==> src/include/pte_map.vh <==
`ifndef PTE_MAP_VH
`define PTE_MAP_VH
// Register offsets
`define PTE_OFS_ENABLE   8'h00
`define PTE_OFS_CTRL     8'h02
`define PTE_OFS_CMD      8'h04
`define PTE_OFS_EVA      8'h08
`define PTE_OFS_EVB      8'h09
`define PTE_OFS_IEN      8'h0C
`define PTE_OFS_IFL      8'h0D
`define PTE_OFS_STAT     8'h0E
`define PTE_OFS_CMPBH    8'h0F
`define PTE_OFS_MODEA    8'h10
`define PTE_OFS_MODEB    8'h11
`define PTE_OFS_DBG      8'h1E
// Event configuration fields
`define PTE_EV_TRIG      0
`define PTE_EV_ACTION    2
`define PTE_EV_EDGE      4
`define PTE_EV_CFG_HI    7
`define PTE_EV_CFG_LO    6
`define PTE_EV_WMASK     8'hD5
`define PTE_CFG_NONE     2'h0
`define PTE_CFG_FILTER   2'h1
`define PTE_CFG_ASYNC    2'h2
`define PTE_FILT_LAST    3'h3
// Flag and enable bits
`define PTE_IRQ_B        3
`define PTE_IRQ_A        2
`define PTE_IRQ_OVF      0
`define PTE_IRQ_MASK     8'h0D
// Status bits
`define PTE_ST_ACTB      7
`define PTE_ST_ACTA      6
`define PTE_ST_COMMAND_READY    1
`define PTE_ST_ENABLE_READY     0
`define PTE_ST_W1C_MASK  8'hC0
// Command strobe bits
`define PTE_CMD_SYNC_AT_CYCLE_END_STROBE  0
`define PTE_CMD_SYNC     1
`define PTE_CMD_RESTART  2
`define PTE_CMD_SCAPA    3
`define PTE_CMD_SCAPB    4
`define PTE_CMD_DISABLE_AT_CYCLE_END   7
`define PTE_CMD_MASK     8'h1F
// Control bits
`define PTE_CTRL_AUTO    1
`define PTE_DBG_RUN      0
`define PTE_EN_BIT       0
// Fault input modes
`define PTE_MODE_NONE    4'h0
`define PTE_MODE_JMPW    4'h1
`define PTE_MODE_EXECF   4'h3
`define PTE_MODE_STOP_ALL_KEEP_PERIOD    4'h4
`define PTE_MODE_STOP_ALL_WAIT_SOFTWARE  4'h7
`define PTE_MODE_EDGE    4'h8
`define PTE_MODE_EDGEF   4'h9
`define PTE_MODE_LVLF    4'hA
`define PTE_SYNC_CYCLES  4'h3
`endif

==> src/core/pte_core.v <==
// Design decision made here: the address-and-strobe port.
`timescale 1ns/1ps
`include "pte_map.vh"
`default_nettype none

module pte_core #(
	parameter [3:0] SYNC_CYCLES = `PTE_SYNC_CYCLES
) (
	input  wire       clock,
	input  wire       rst,
	input  wire [7:0] reg_addr,
	input  wire [7:0] reg_wdata,
	input  wire       reg_write,
	input  wire       reg_read,
	output reg  [7:0] reg_rdata,
	input  wire       event_in_a,
	input  wire       event_in_b,
	input  wire       waveform_out_a,
	input  wire       waveform_out_b,
	input  wire       cycle_end,
	input  wire       debug_break,
	output reg        fault_level_a,
	output reg        fault_level_b,
	output reg        trigger_a,
	output reg        trigger_b,
	output reg        capture_a,
	output reg        capture_b,
	output reg  [3:0] fault_mode_a,
	output reg  [3:0] fault_mode_b,
	output reg        stop_all_a,
	output reg        stop_all_b,
	output reg  [4:0] timer_cmd,
	output reg        timer_enable,
	output reg        irq_request
);

	// Reserved fault mode codes drive the fault mode outputs as no action
	function [3:0] mode_clean;
		input [3:0] m;
		begin
			if (m > `PTE_MODE_LVLF) begin
				mode_clean = `PTE_MODE_NONE;
			end else begin
				mode_clean = m;
			end
		end
	endfunction

	// Modes that stop every output
	function is_stop_all;
		input [3:0] m;
		begin
			is_stop_all = (m >= `PTE_MODE_STOP_ALL_KEEP_PERIOD) &&
				(m <= `PTE_MODE_STOP_ALL_WAIT_SOFTWARE);
		end
	endfunction

	wire wr_hit = reg_write;

	reg  [7:0] ev_cfg_a_q;
	reg  [7:0] ev_cfg_b_q;
	reg  [7:0] irq_en_q;
	reg  [7:0] irq_flag_q;
	reg        act_a_q;
	reg        act_b_q;
	reg  [3:0] mode_a_q;
	reg  [3:0] mode_b_q;
	reg        auto_update_q;
	reg        run_in_debug_q;
	reg        enable_q;

	reg  [1:0] ev_s1_q;
	reg  [1:0] ev_s2_q;
	reg  [1:0] ev_s3_q;
	reg  [1:0] ev_lvl_q;
	reg  [1:0] ev_filt_q;
	reg  [5:0] filt_cnt_q;
	reg  [1:0] ev_raw_q;
	reg  [1:0] ev_prev_q;
	reg        brk_s1_q;
	reg        brk_s2_q;
	reg        brk_s3_q;
	reg        brk_lvl_q;
	reg        wo_a_prev_q;
	reg        wo_b_prev_q;

	reg  [3:0] cmd_cnt_q;
	reg  [4:0] cmd_pend_q;
	reg        command_ready_q;
	reg  [3:0] en_cnt_q;
	reg        disable_at_cycle_end_pend_q;
	reg        enable_ready_q;

	reg  [1:0] ev_sel;
	reg  [1:0] ev_act;
	reg  [1:0] ev_fire;
	reg  [1:0] ev_cfg_mode;
	reg  [7:0] cfg_now;
	integer    i;
	integer    j;

	wire halted = brk_lvl_q & ~run_in_debug_q;
	wire brk_enter = brk_s2_q & brk_s3_q & ~brk_lvl_q & ~run_in_debug_q;

	// Event source selection per channel
	always @* begin
		ev_sel = 2'h0;
		ev_act = 2'h0;
		ev_fire = 2'h0;
		ev_cfg_mode = 2'h0;
		cfg_now = 8'h00;
		for (i = 0; i < 2; i = i + 1) begin
			cfg_now = (i == 0) ? ev_cfg_a_q : ev_cfg_b_q;
			ev_cfg_mode = cfg_now[`PTE_EV_CFG_HI:`PTE_EV_CFG_LO];
			case (ev_cfg_mode)
				`PTE_CFG_FILTER: ev_sel[i] = ev_filt_q[i];
				`PTE_CFG_ASYNC:  ev_sel[i] = ev_raw_q[i];
				`PTE_CFG_NONE:   ev_sel[i] = ev_lvl_q[i];
				default:         ev_sel[i] = ev_lvl_q[i];
			endcase
			ev_act[i] = ~(ev_sel[i] ^ cfg_now[`PTE_EV_EDGE]);
			ev_fire[i] = ev_act[i] & ~ev_prev_q[i] & ~halted &
				cfg_now[`PTE_EV_TRIG];
		end
	end

	// Input synchronisers and noise filter
	always @(posedge clock) begin
		if (rst) begin
			ev_s1_q <= 2'h0;
			ev_s2_q <= 2'h0;
			ev_s3_q <= 2'h0;
			ev_lvl_q <= 2'h0;
			ev_filt_q <= 2'h0;
			filt_cnt_q <= 6'h00;
			ev_raw_q <= 2'h0;
			brk_s1_q <= 1'b0;
			brk_s2_q <= 1'b0;
			brk_s3_q <= 1'b0;
			brk_lvl_q <= 1'b0;
		end else begin
			ev_s1_q <= {event_in_b, event_in_a};
			ev_s2_q <= ev_s1_q;
			ev_s3_q <= ev_s2_q;
			ev_raw_q <= {event_in_b, event_in_a};
			brk_s1_q <= debug_break;
			brk_s2_q <= brk_s1_q;
			brk_s3_q <= brk_s2_q;
			if (brk_s2_q == brk_s3_q) begin
				brk_lvl_q <= brk_s3_q;
			end
			for (j = 0; j < 2; j = j + 1) begin
				if (ev_s2_q[j] == ev_s3_q[j]) begin
					ev_lvl_q[j] <= ev_s3_q[j];
				end
				if (ev_lvl_q[j] == ev_filt_q[j]) begin
					filt_cnt_q[j*3 +: 3] <= 3'h0;
				end else if (filt_cnt_q[j*3 +: 3] == `PTE_FILT_LAST) begin
					ev_filt_q[j] <= ev_lvl_q[j];
					filt_cnt_q[j*3 +: 3] <= 3'h0;
				end else begin
					filt_cnt_q[j*3 +: 3] <= filt_cnt_q[j*3 +: 3] + 3'h1;
				end
			end
		end
	end

	// Trigger, capture and fault outputs
	always @(posedge clock) begin
		if (rst) begin
			ev_prev_q <= 2'h0;
			trigger_a <= 1'b0;
			trigger_b <= 1'b0;
			capture_a <= 1'b0;
			capture_b <= 1'b0;
			fault_level_a <= 1'b0;
			fault_level_b <= 1'b0;
			fault_mode_a <= 4'h0;
			fault_mode_b <= 4'h0;
			stop_all_a <= 1'b0;
			stop_all_b <= 1'b0;
		end else begin
			ev_prev_q <= ev_act;
			trigger_a <= ev_fire[0];
			trigger_b <= ev_fire[1];
			capture_a <= ev_fire[0] & ev_cfg_a_q[`PTE_EV_ACTION];
			capture_b <= ev_fire[1] & ev_cfg_b_q[`PTE_EV_ACTION];
			fault_level_a <= ev_act[0] & ev_cfg_a_q[`PTE_EV_TRIG] & ~halted;
			fault_level_b <= ev_act[1] & ev_cfg_b_q[`PTE_EV_TRIG] & ~halted;
			fault_mode_a <= mode_clean(mode_a_q);
			fault_mode_b <= mode_clean(mode_b_q);
			stop_all_a <= is_stop_all(mode_a_q);
			stop_all_b <= is_stop_all(mode_b_q);
		end
	end

	// Configuration registers
	always @(posedge clock) begin
		if (rst) begin
			ev_cfg_a_q <= 8'h00;
			ev_cfg_b_q <= 8'h00;
			irq_en_q <= 8'h00;
			mode_a_q <= 4'h0;
			mode_b_q <= 4'h0;
			auto_update_q <= 1'b0;
			run_in_debug_q <= 1'b0;
		end else if (wr_hit) begin
			case (reg_addr)
				`PTE_OFS_EVA:   ev_cfg_a_q <= reg_wdata & `PTE_EV_WMASK;
				`PTE_OFS_EVB:   ev_cfg_b_q <= reg_wdata & `PTE_EV_WMASK;
				`PTE_OFS_IEN:   irq_en_q <= reg_wdata & `PTE_IRQ_MASK;
				`PTE_OFS_MODEA: mode_a_q <= reg_wdata[3:0];
				`PTE_OFS_MODEB: mode_b_q <= reg_wdata[3:0];
				`PTE_OFS_CTRL:  auto_update_q <= reg_wdata[`PTE_CTRL_AUTO];
				`PTE_OFS_DBG:   run_in_debug_q <= reg_wdata[`PTE_DBG_RUN];
				default: begin
				end
			endcase
		end
	end

	wire flag_wr = wr_hit && (reg_addr == `PTE_OFS_IFL);
	wire stat_wr = wr_hit && (reg_addr == `PTE_OFS_STAT);

	// Sticky flags, set beats clear
	always @(posedge clock) begin
		if (rst) begin
			irq_flag_q <= 8'h00;
			act_a_q <= 1'b0;
			act_b_q <= 1'b0;
			wo_a_prev_q <= 1'b0;
			wo_b_prev_q <= 1'b0;
			irq_request <= 1'b0;
		end else begin
			wo_a_prev_q <= waveform_out_a;
			wo_b_prev_q <= waveform_out_b;
			if (ev_fire[1]) begin
				irq_flag_q[`PTE_IRQ_B] <= 1'b1;
			end else if (flag_wr && reg_wdata[`PTE_IRQ_B]) begin
				irq_flag_q[`PTE_IRQ_B] <= 1'b0;
			end
			if (ev_fire[0]) begin
				irq_flag_q[`PTE_IRQ_A] <= 1'b1;
			end else if (flag_wr && reg_wdata[`PTE_IRQ_A]) begin
				irq_flag_q[`PTE_IRQ_A] <= 1'b0;
			end
			if (cycle_end) begin
				irq_flag_q[`PTE_IRQ_OVF] <= 1'b1;
			end else if (flag_wr && reg_wdata[`PTE_IRQ_OVF]) begin
				irq_flag_q[`PTE_IRQ_OVF] <= 1'b0;
			end
			if (waveform_out_b != wo_b_prev_q) begin
				act_b_q <= 1'b1;
			end else if (stat_wr && reg_wdata[`PTE_ST_ACTB]) begin
				act_b_q <= 1'b0;
			end
			if (waveform_out_a != wo_a_prev_q) begin
				act_a_q <= 1'b1;
			end else if (stat_wr && reg_wdata[`PTE_ST_ACTA]) begin
				act_a_q <= 1'b0;
			end
			irq_request <= |(irq_flag_q & irq_en_q);
		end
	end

	wire cmd_wr = wr_hit && (reg_addr == `PTE_OFS_CMD);
	wire cmpbh_wr = wr_hit && (reg_addr == `PTE_OFS_CMPBH);
	wire en_wr = wr_hit && (reg_addr == `PTE_OFS_ENABLE);
	wire [4:0] cmd_bits = reg_wdata[4:0];
	wire cmd_start = command_ready_q &&
		((cmd_wr && (|cmd_bits)) || (cmpbh_wr && auto_update_q));
	wire disable_at_cycle_end_req = cmd_wr && reg_wdata[`PTE_CMD_DISABLE_AT_CYCLE_END] &&
		enable_ready_q && enable_q;
	wire disable_at_cycle_end_done = disable_at_cycle_end_pend_q && cycle_end;

	// Command crossing into the timer side
	always @(posedge clock) begin
		if (rst) begin
			cmd_cnt_q <= SYNC_CYCLES;
			cmd_pend_q <= 5'h00;
			command_ready_q <= 1'b0;
			timer_cmd <= 5'h00;
		end else begin
			timer_cmd <= 5'h00;
			if (cmd_start) begin
				cmd_cnt_q <= SYNC_CYCLES;
				command_ready_q <= 1'b0;
				if (cmd_wr) begin
					cmd_pend_q <= cmd_bits;
				end else begin
					cmd_pend_q <= 5'h01;
				end
			end else if (cmd_cnt_q != 4'h0) begin
				cmd_cnt_q <= cmd_cnt_q - 4'h1;
			end else if (!command_ready_q) begin
				timer_cmd <= cmd_pend_q;
				cmd_pend_q <= 5'h00;
				command_ready_q <= 1'b1;
			end
		end
	end

	// Enable crossing into the timer side
	always @(posedge clock) begin
		if (rst) begin
			enable_q <= 1'b0;
			en_cnt_q <= SYNC_CYCLES;
			disable_at_cycle_end_pend_q <= 1'b0;
			enable_ready_q <= 1'b0;
			timer_enable <= 1'b0;
		end else begin
			if (en_wr && enable_ready_q) begin
				enable_q <= reg_wdata[`PTE_EN_BIT];
				en_cnt_q <= SYNC_CYCLES;
				enable_ready_q <= 1'b0;
			end else if (disable_at_cycle_end_req) begin
				disable_at_cycle_end_pend_q <= 1'b1;
				enable_ready_q <= 1'b0;
			end else if (disable_at_cycle_end_done) begin
				disable_at_cycle_end_pend_q <= 1'b0;
				enable_q <= 1'b0;
				timer_enable <= 1'b0;
				en_cnt_q <= SYNC_CYCLES;
			end else if (brk_enter || halted) begin
				en_cnt_q <= SYNC_CYCLES;
				enable_ready_q <= 1'b0;
			end else if (disable_at_cycle_end_pend_q) begin
				enable_ready_q <= 1'b0;
			end else if (en_cnt_q != 4'h0) begin
				en_cnt_q <= en_cnt_q - 4'h1;
			end else begin
				timer_enable <= enable_q;
				enable_ready_q <= 1'b1;
			end
		end
	end

	// Read port, data one cycle after strobe
	always @(posedge clock) begin
		if (rst) begin
			reg_rdata <= 8'h00;
		end else if (reg_read) begin
			case (reg_addr)
				`PTE_OFS_ENABLE: reg_rdata <= {7'h00, enable_q};
				`PTE_OFS_CTRL:   reg_rdata <= {6'h00, auto_update_q, 1'b0};
				`PTE_OFS_EVA:    reg_rdata <= ev_cfg_a_q;
				`PTE_OFS_EVB:    reg_rdata <= ev_cfg_b_q;
				`PTE_OFS_IEN:    reg_rdata <= irq_en_q;
				`PTE_OFS_IFL:    reg_rdata <= irq_flag_q;
				`PTE_OFS_STAT:   reg_rdata <= {act_b_q, act_a_q, 4'h0,
					command_ready_q, enable_ready_q};
				`PTE_OFS_MODEA:  reg_rdata <= {4'h0, mode_a_q};
				`PTE_OFS_MODEB:  reg_rdata <= {4'h0, mode_b_q};
				`PTE_OFS_DBG:    reg_rdata <= {7'h00, run_in_debug_q};
				default:         reg_rdata <= 8'h00;
			endcase
		end else begin
			reg_rdata <= 8'h00;
		end
	end

endmodule // pte_core

`default_nettype wire

==> config.mk <==
export PLATFORM = sky130hd
export DESIGN_NAME = pte_core
export DESIGN_NICKNAME = d
export VERILOG_FILES = /design/src/core/pte_core.v
export VERILOG_INCLUDE_DIRS = /design/src /design/src/include
export SDC_FILE = /design/constraint.sdc
export NUM_CORES = 1
export LEC_CHECK = 0
export BUFFER_PORTS_ARGS = -buffer_cell sky130_fd_sc_hd__buf_2
export CORE_MARGIN = 2
export CORE_UTILIZATION = 34
export CTS_CLUSTER_DIAMETER = 200
export CTS_CLUSTER_SIZE = 16
export DETAILED_ROUTE_END_ITERATION = 12
export PLACE_DENSITY = 0.61
export SLEW_MARGIN = 20
export SYNTH_ARGS = -nofsm -noshare
export SYNTH_HDL_FRONTEND = slang
export SYNTH_SLANG_ARGS = --single-unit
export TNS_END_PERCENT = 10
==> constraint.sdc <==
create_clock -name clock -period 2.25 [get_ports clock]
set_input_delay 0.225 -clock clock [delete_from_list [all_inputs] [get_ports clock]]
set_output_delay 0.225 -clock clock [all_outputs]
set_load 0.03 [all_outputs]
==> impl_table.tex <==
\begin{tabular}{lr}
\hline
Metric & Value \\
\hline
\multicolumn{2}{l}{\textbf{Yosys}} \\
\quad Area share of xor/xnor cells in the synthesized design & approximately 2.3\% \\
\quad Share of synthesized area spent on multiplexers & 8.33\% \\
\quad Main combinational cell family by area after synthesis & simple AND/OR/NAND/NOR gates \\
\quad Count of unique library cells instantiated by Yosys & roughly 60 \\
\quad Dominant cell type by area after synthesis & sky130\_fd\_sc\_hd\_\_dfxtp\_1 \\
\quad Part of the Yosys area used for sequential elements & around 48\% \\
\quad Gate count after technology mapping & 440 \\
\quad Main synth FF type & sky130\_fd\_sc\_hd\_\_dfxtp\_1 \\
\quad Fraction of the mapped netlist area in adder cells & between 3 and 4\% \\
\quad Most numerous cell in the Yosys netlist & sky130\_fd\_sc\_hd\_\_dfxtp\_1 \\
\quad Fraction of synthesis flops using an asynchronous set or reset pin & 0\% \\
\quad Cell types occupying the most area after synthesis & sky130\_fd\_sc\_hd\_\_dfxtp\_1 48\%, sky130\_fd\_sc\_hd\_\_mux2i\_1 8.1\%, sky130\_fd\_sc\_hd\_\_nor2\_1 4.8\% \\
\quad Mean instance size in the synthesized netlist & 9.32 um2 \\
\quad Yosys reg bits & 99 \\
\quad Yosys Warn Count & 0 \\
\quad Top cell types by occurrence after synthesis & 99 x sky130\_fd\_sc\_hd\_\_dfxtp\_1, 52 x sky130\_fd\_sc\_hd\_\_nor2\_1, 33 x sky130\_fd\_sc\_hd\_\_mux2i\_1 \\
\quad Post-synth design cell area & 4100 um2 \\
\quad Number of enable-type register cells in the synthesized netlist & 0 \\
\quad Syn Nets & $\sim$480 \\
\quad Compound-Gate Fraction of Synth Area & 9.25\% \\
\quad Area fraction in and, or, nand and nor cells after synthesis & 24.0\% \\
\quad Top cell type's share of synthesized area & 48.3\% \\
\multicolumn{2}{l}{\textbf{Timing}} \\
\quad Unrepaired setup endpoints after global routing & false \\
\quad Minimum period implied by the final worst setup slack & 1620 ps \\
\quad Slew @ Worst Pin & roughly 540 ps \\
\quad Number of hold violations in the final report & 0 \\
\quad Final worst path period share & 72.0\% \\
\quad Slew HR & between 60\% and 70\% \\
\quad Setup violators final & 0 \\
\quad Top achievable clock speed & 0.617 GHz \\
\quad Final TNS setup & 0 ps \\
\quad Worst-case clock skew & roughly 10 ps \\
\quad Max-slew violation total from the final report & 0 \\
\multicolumn{2}{l}{\textbf{Clocking}} \\
\quad H-tree levels & 3 \\
\quad Number of clock buffers inserted by TritonCTS & 9 \\
\quad Later-pin clock latency in the skew report & 350 ps \\
\quad Clock edge transition at the registers on the reported setup and hold paths & around 70 ps \\
\quad Total of hold buffers inserted after clock tree synthesis & 0 \\
\quad Root buffer cell & sky130\_fd\_sc\_hd\_\_clkbuf\_16 \\
\quad Number of sinks on the clock net & 99 \\
\quad \# Post-CTS Setup Buffers & 0 \\
\quad Worst-case clock buffer depth & 2 \\
\quad Post-cts sizing count & 0 \\
\quad TritonCTS clock tree & yes \\
\multicolumn{2}{l}{\textbf{Layout}} \\
\quad Fraction of layout cells with a size suffix above 1 & 17.1\% \\
\quad Net count, final & 531 \\
\quad Antenna diode count & 0 \\
\quad Area grow syn2layout & 18.1\% \\
\multicolumn{2}{l}{\textbf{Min path}} \\
\quad Hold path depth & 2 \\
\quad Path class of the lowest-slack min-delay path & input pin to flip-flop \\
\quad Startpoint of the worst hold path & debug\_break \\
\quad Worst Hold Path EP & brk\_s1\_q \\
\multicolumn{2}{l}{\textbf{Global routing}} \\
\quad Global-route wire length before repair & 15200 um \\
\quad Largest net degree at the start of global routing & 70 \\
\quad Vias in the first global route & around 3100 \\
\quad Global route overflow & 0 \\
\quad All-layer global routing usage & between 10\% and 20\% \\
\quad Initial antenna violation count & 0 \\
\multicolumn{2}{l}{\textbf{Setup path}} \\
\quad Required time of the critical path & 2490 ps \\
\quad Startpoint Class & flip-flop \\
\quad Largest fanout on the critical path & 3 \\
\quad Slowest cell on the critical path & sky130\_fd\_sc\_hd\_\_dfxtp\_1 \\
\quad Critical path start-end classification & flip-flop to flip-flop \\
\quad Depth of the most critical reg-to-reg path & 7 \\
\quad Worst-case register-to-register setup slack & 630 ps \\
\quad Longest individual stage delay on the worst path & 330 ps \\
\quad Signal arrival time at the worst endpoint & 1860 ps \\
\quad Kind of end point of the critical path & flip-flop \\
\quad Cell-by-cell trace of the critical path & inv\_1 -> ha\_1 -> nor4b\_1 -> o21ai\_0 -> nand3\_1 -> xnor2\_1 -> and2\_1 \\
\quad End of the worst register-to-register path & en\_cnt\_q[3] \\
\quad Crit Reg-Reg Startpoint & en\_cnt\_q[0] \\
\multicolumn{2}{l}{\textbf{Power and ir drop}} \\
\quad Power density cells & $\sim$770 nW/um2 \\
\quad VDD IR-drop max & 0.307 mV \\
\quad Static power due to leakage & 2.07 nW \\
\quad Pwr Total & 3.71 mW \\
\multicolumn{2}{l}{\textbf{Routing}} \\
\quad Routed via count & 3195 \\
\quad Total detailed-routing wirelength & 9100 um \\
\quad Violation count after the first detailed-routing iteration & 184 \\
\quad Vias per cell & 4.95 \\
\quad First drt pass iteration count & 4 \\
\quad Routed length per instance & 14.1 um \\
\quad Remaining DRCs & 0 \\
\quad Post-detailed-route count of antenna-violating nets & 0 \\
\multicolumn{2}{l}{\textbf{Floorplanning}} \\
\quad Standard cell core area & between 10000 and 15000 um2 \\
\quad Die boundary height & 114 um \\
\quad I/O pin count & 57 \\
\quad Starting utilization of the core area & 34.4\% \\
\quad Die footprint & 13000 um2 \\
\quad Width of the die & 114 um \\
\quad Standard-cell row count & 40 \\
\multicolumn{2}{l}{\textbf{Placed design}} \\
\quad HPWL after DPL & 6540 um \\
\quad Port Buffer Count & 54 \\
\quad Placer congestion estimate & 0.822 \\
\multicolumn{2}{l}{\textbf{Outcome}} \\
\quad Outcome & completed \\
\multicolumn{2}{l}{\textbf{Flow run}} \\
\quad Maximum capacitance violations & 0 \\
\hline
\end{tabular}
## metrics by stage
stage	hold slack, ps	utilization [%]	instance area (um2)	cells	setup slack, ps
2_1_floorplan	342	-	4100	440	638
3_3_place_gp	407	38.0	4530	629	345
3_5_place_dp	418	38.0	4530	629	340
4_1_cts	74.7	40.7	4840	645	623
5_1_grt	96.0	40.7	4840	645	477
6_report	84.3	40.7	4840	645	629
## cell families after synthesis
family	after synthesis
fa+ha+maj	12
other cells	1
buf+inv	41
xor+xnor	11
simple gates	184
flops	99
compound gates	58
mux	34
## per-layer routing
| layer | part of all wire, % | GRT usage, % |
|---|---|---|
| met1 | 46 | 18.3 |
| met2 | 48 | 25.1 |
| met3 | 4.1 | 3.56 |
| met4 | 1.7 | 6.67 |
| met5 | 0 | 0 |
## cell type report
| class | count | area, um2 |
|---|---|---|
| clock buffer | 11 | 253 |
| tap | 147 | 184 |
| clock inverter | 5 | 57.6 |
| multi-input combinational | 300 | 1960 |
| inverter | 24 | 90.1 |
| fill | 1194 | 7070 |
| timing repair buffer | 59 | 320 |
| sequential | 99 | 1980 |
## worst max path at each step
stage	from	to	slack, ps	cells past startpoint
floorplan	cmd_cnt_q[0]	cmd_pend_q[1]	640	7
global placement	reg_addr[2]	reg_rdata[2]	350	6
detailed placement	reg_addr[2]	reg_rdata[2]	340	6
CTS	cmd_cnt_q[0]	cmd_pend_q[2]	620	8
global route	ev_cfg_a_q[6]	capture_a	480	6
finish	en_cnt_q[0]	en_cnt_q[3]	630	7
## state kept, by name (all words and copies together), names as in the netlist, 3 cells and up
signal        count
mode_a_q          4
mode_b_q          4
timer_cmd         5
cmd_pend_q        5
reg_rdata         7
ev_cfg_a_q        5
fault_mode_a      4
en_cnt_q          4
irq_en_q          3
filt_cnt_q        6
cfg_now           5
irq_flag_q        3
fault_mode_b      4
cmd_cnt_q         4
## worst max-delay path, delay by kind of cell (launching register included)
family                   cells  cell delay (ps)
AND/OR/NAND/NOR              3              450
adder cells (fa/ha/maj)      1              230
XOR/XNOR                     1              140
flip-flops                   1              330
AO/OA/AOI/OAI                1              300
buffers and inverters        1               70
## cell usage in the layout (no fill, tap or decap), types with 3 or more instances in the layout
master                      instances
sky130_fd_sc_hd__nand4_1            7
sky130_fd_sc_hd__nor2b_1           16
sky130_fd_sc_hd__ha_1              12
sky130_fd_sc_hd__nor3_1            11
sky130_fd_sc_hd__buf_2             54
sky130_fd_sc_hd__dfxtp_1           99
sky130_fd_sc_hd__a21oi_1           17
sky130_fd_sc_hd__mux2i_1           33
sky130_fd_sc_hd__a31oi_1            4
sky130_fd_sc_hd__clkbuf_16          9
sky130_fd_sc_hd__a22oi_1            4
sky130_fd_sc_hd__nor4b_1            3
sky130_fd_sc_hd__or3_1              5
sky130_fd_sc_hd__inv_1             24
sky130_fd_sc_hd__xnor2_1            9
sky130_fd_sc_hd__and2_1            10
sky130_fd_sc_hd__nor3b_1            6
sky130_fd_sc_hd__o21ai_0           11
sky130_fd_sc_hd__nand2_1           32
sky130_fd_sc_hd__or2_1              3
sky130_fd_sc_hd__nor2_1            52
sky130_fd_sc_hd__and3_1             6
sky130_fd_sc_hd__buf_4              4
sky130_fd_sc_hd__nand3_1           11
sky130_fd_sc_hd__a211oi_1           3
sky130_fd_sc_hd__nand2b_1           3
## report_power, final
part | internal [mW] | total (mW) | switching, mW
clock network | 0.926 | 1.59 | 0.661
registers | 1.80 | 1.84 | 0.0338
logic | 0.117 | 0.285 | 0.168
total | 2.85 | 3.71 | 0.863
(Power assumes the default switching activity.)
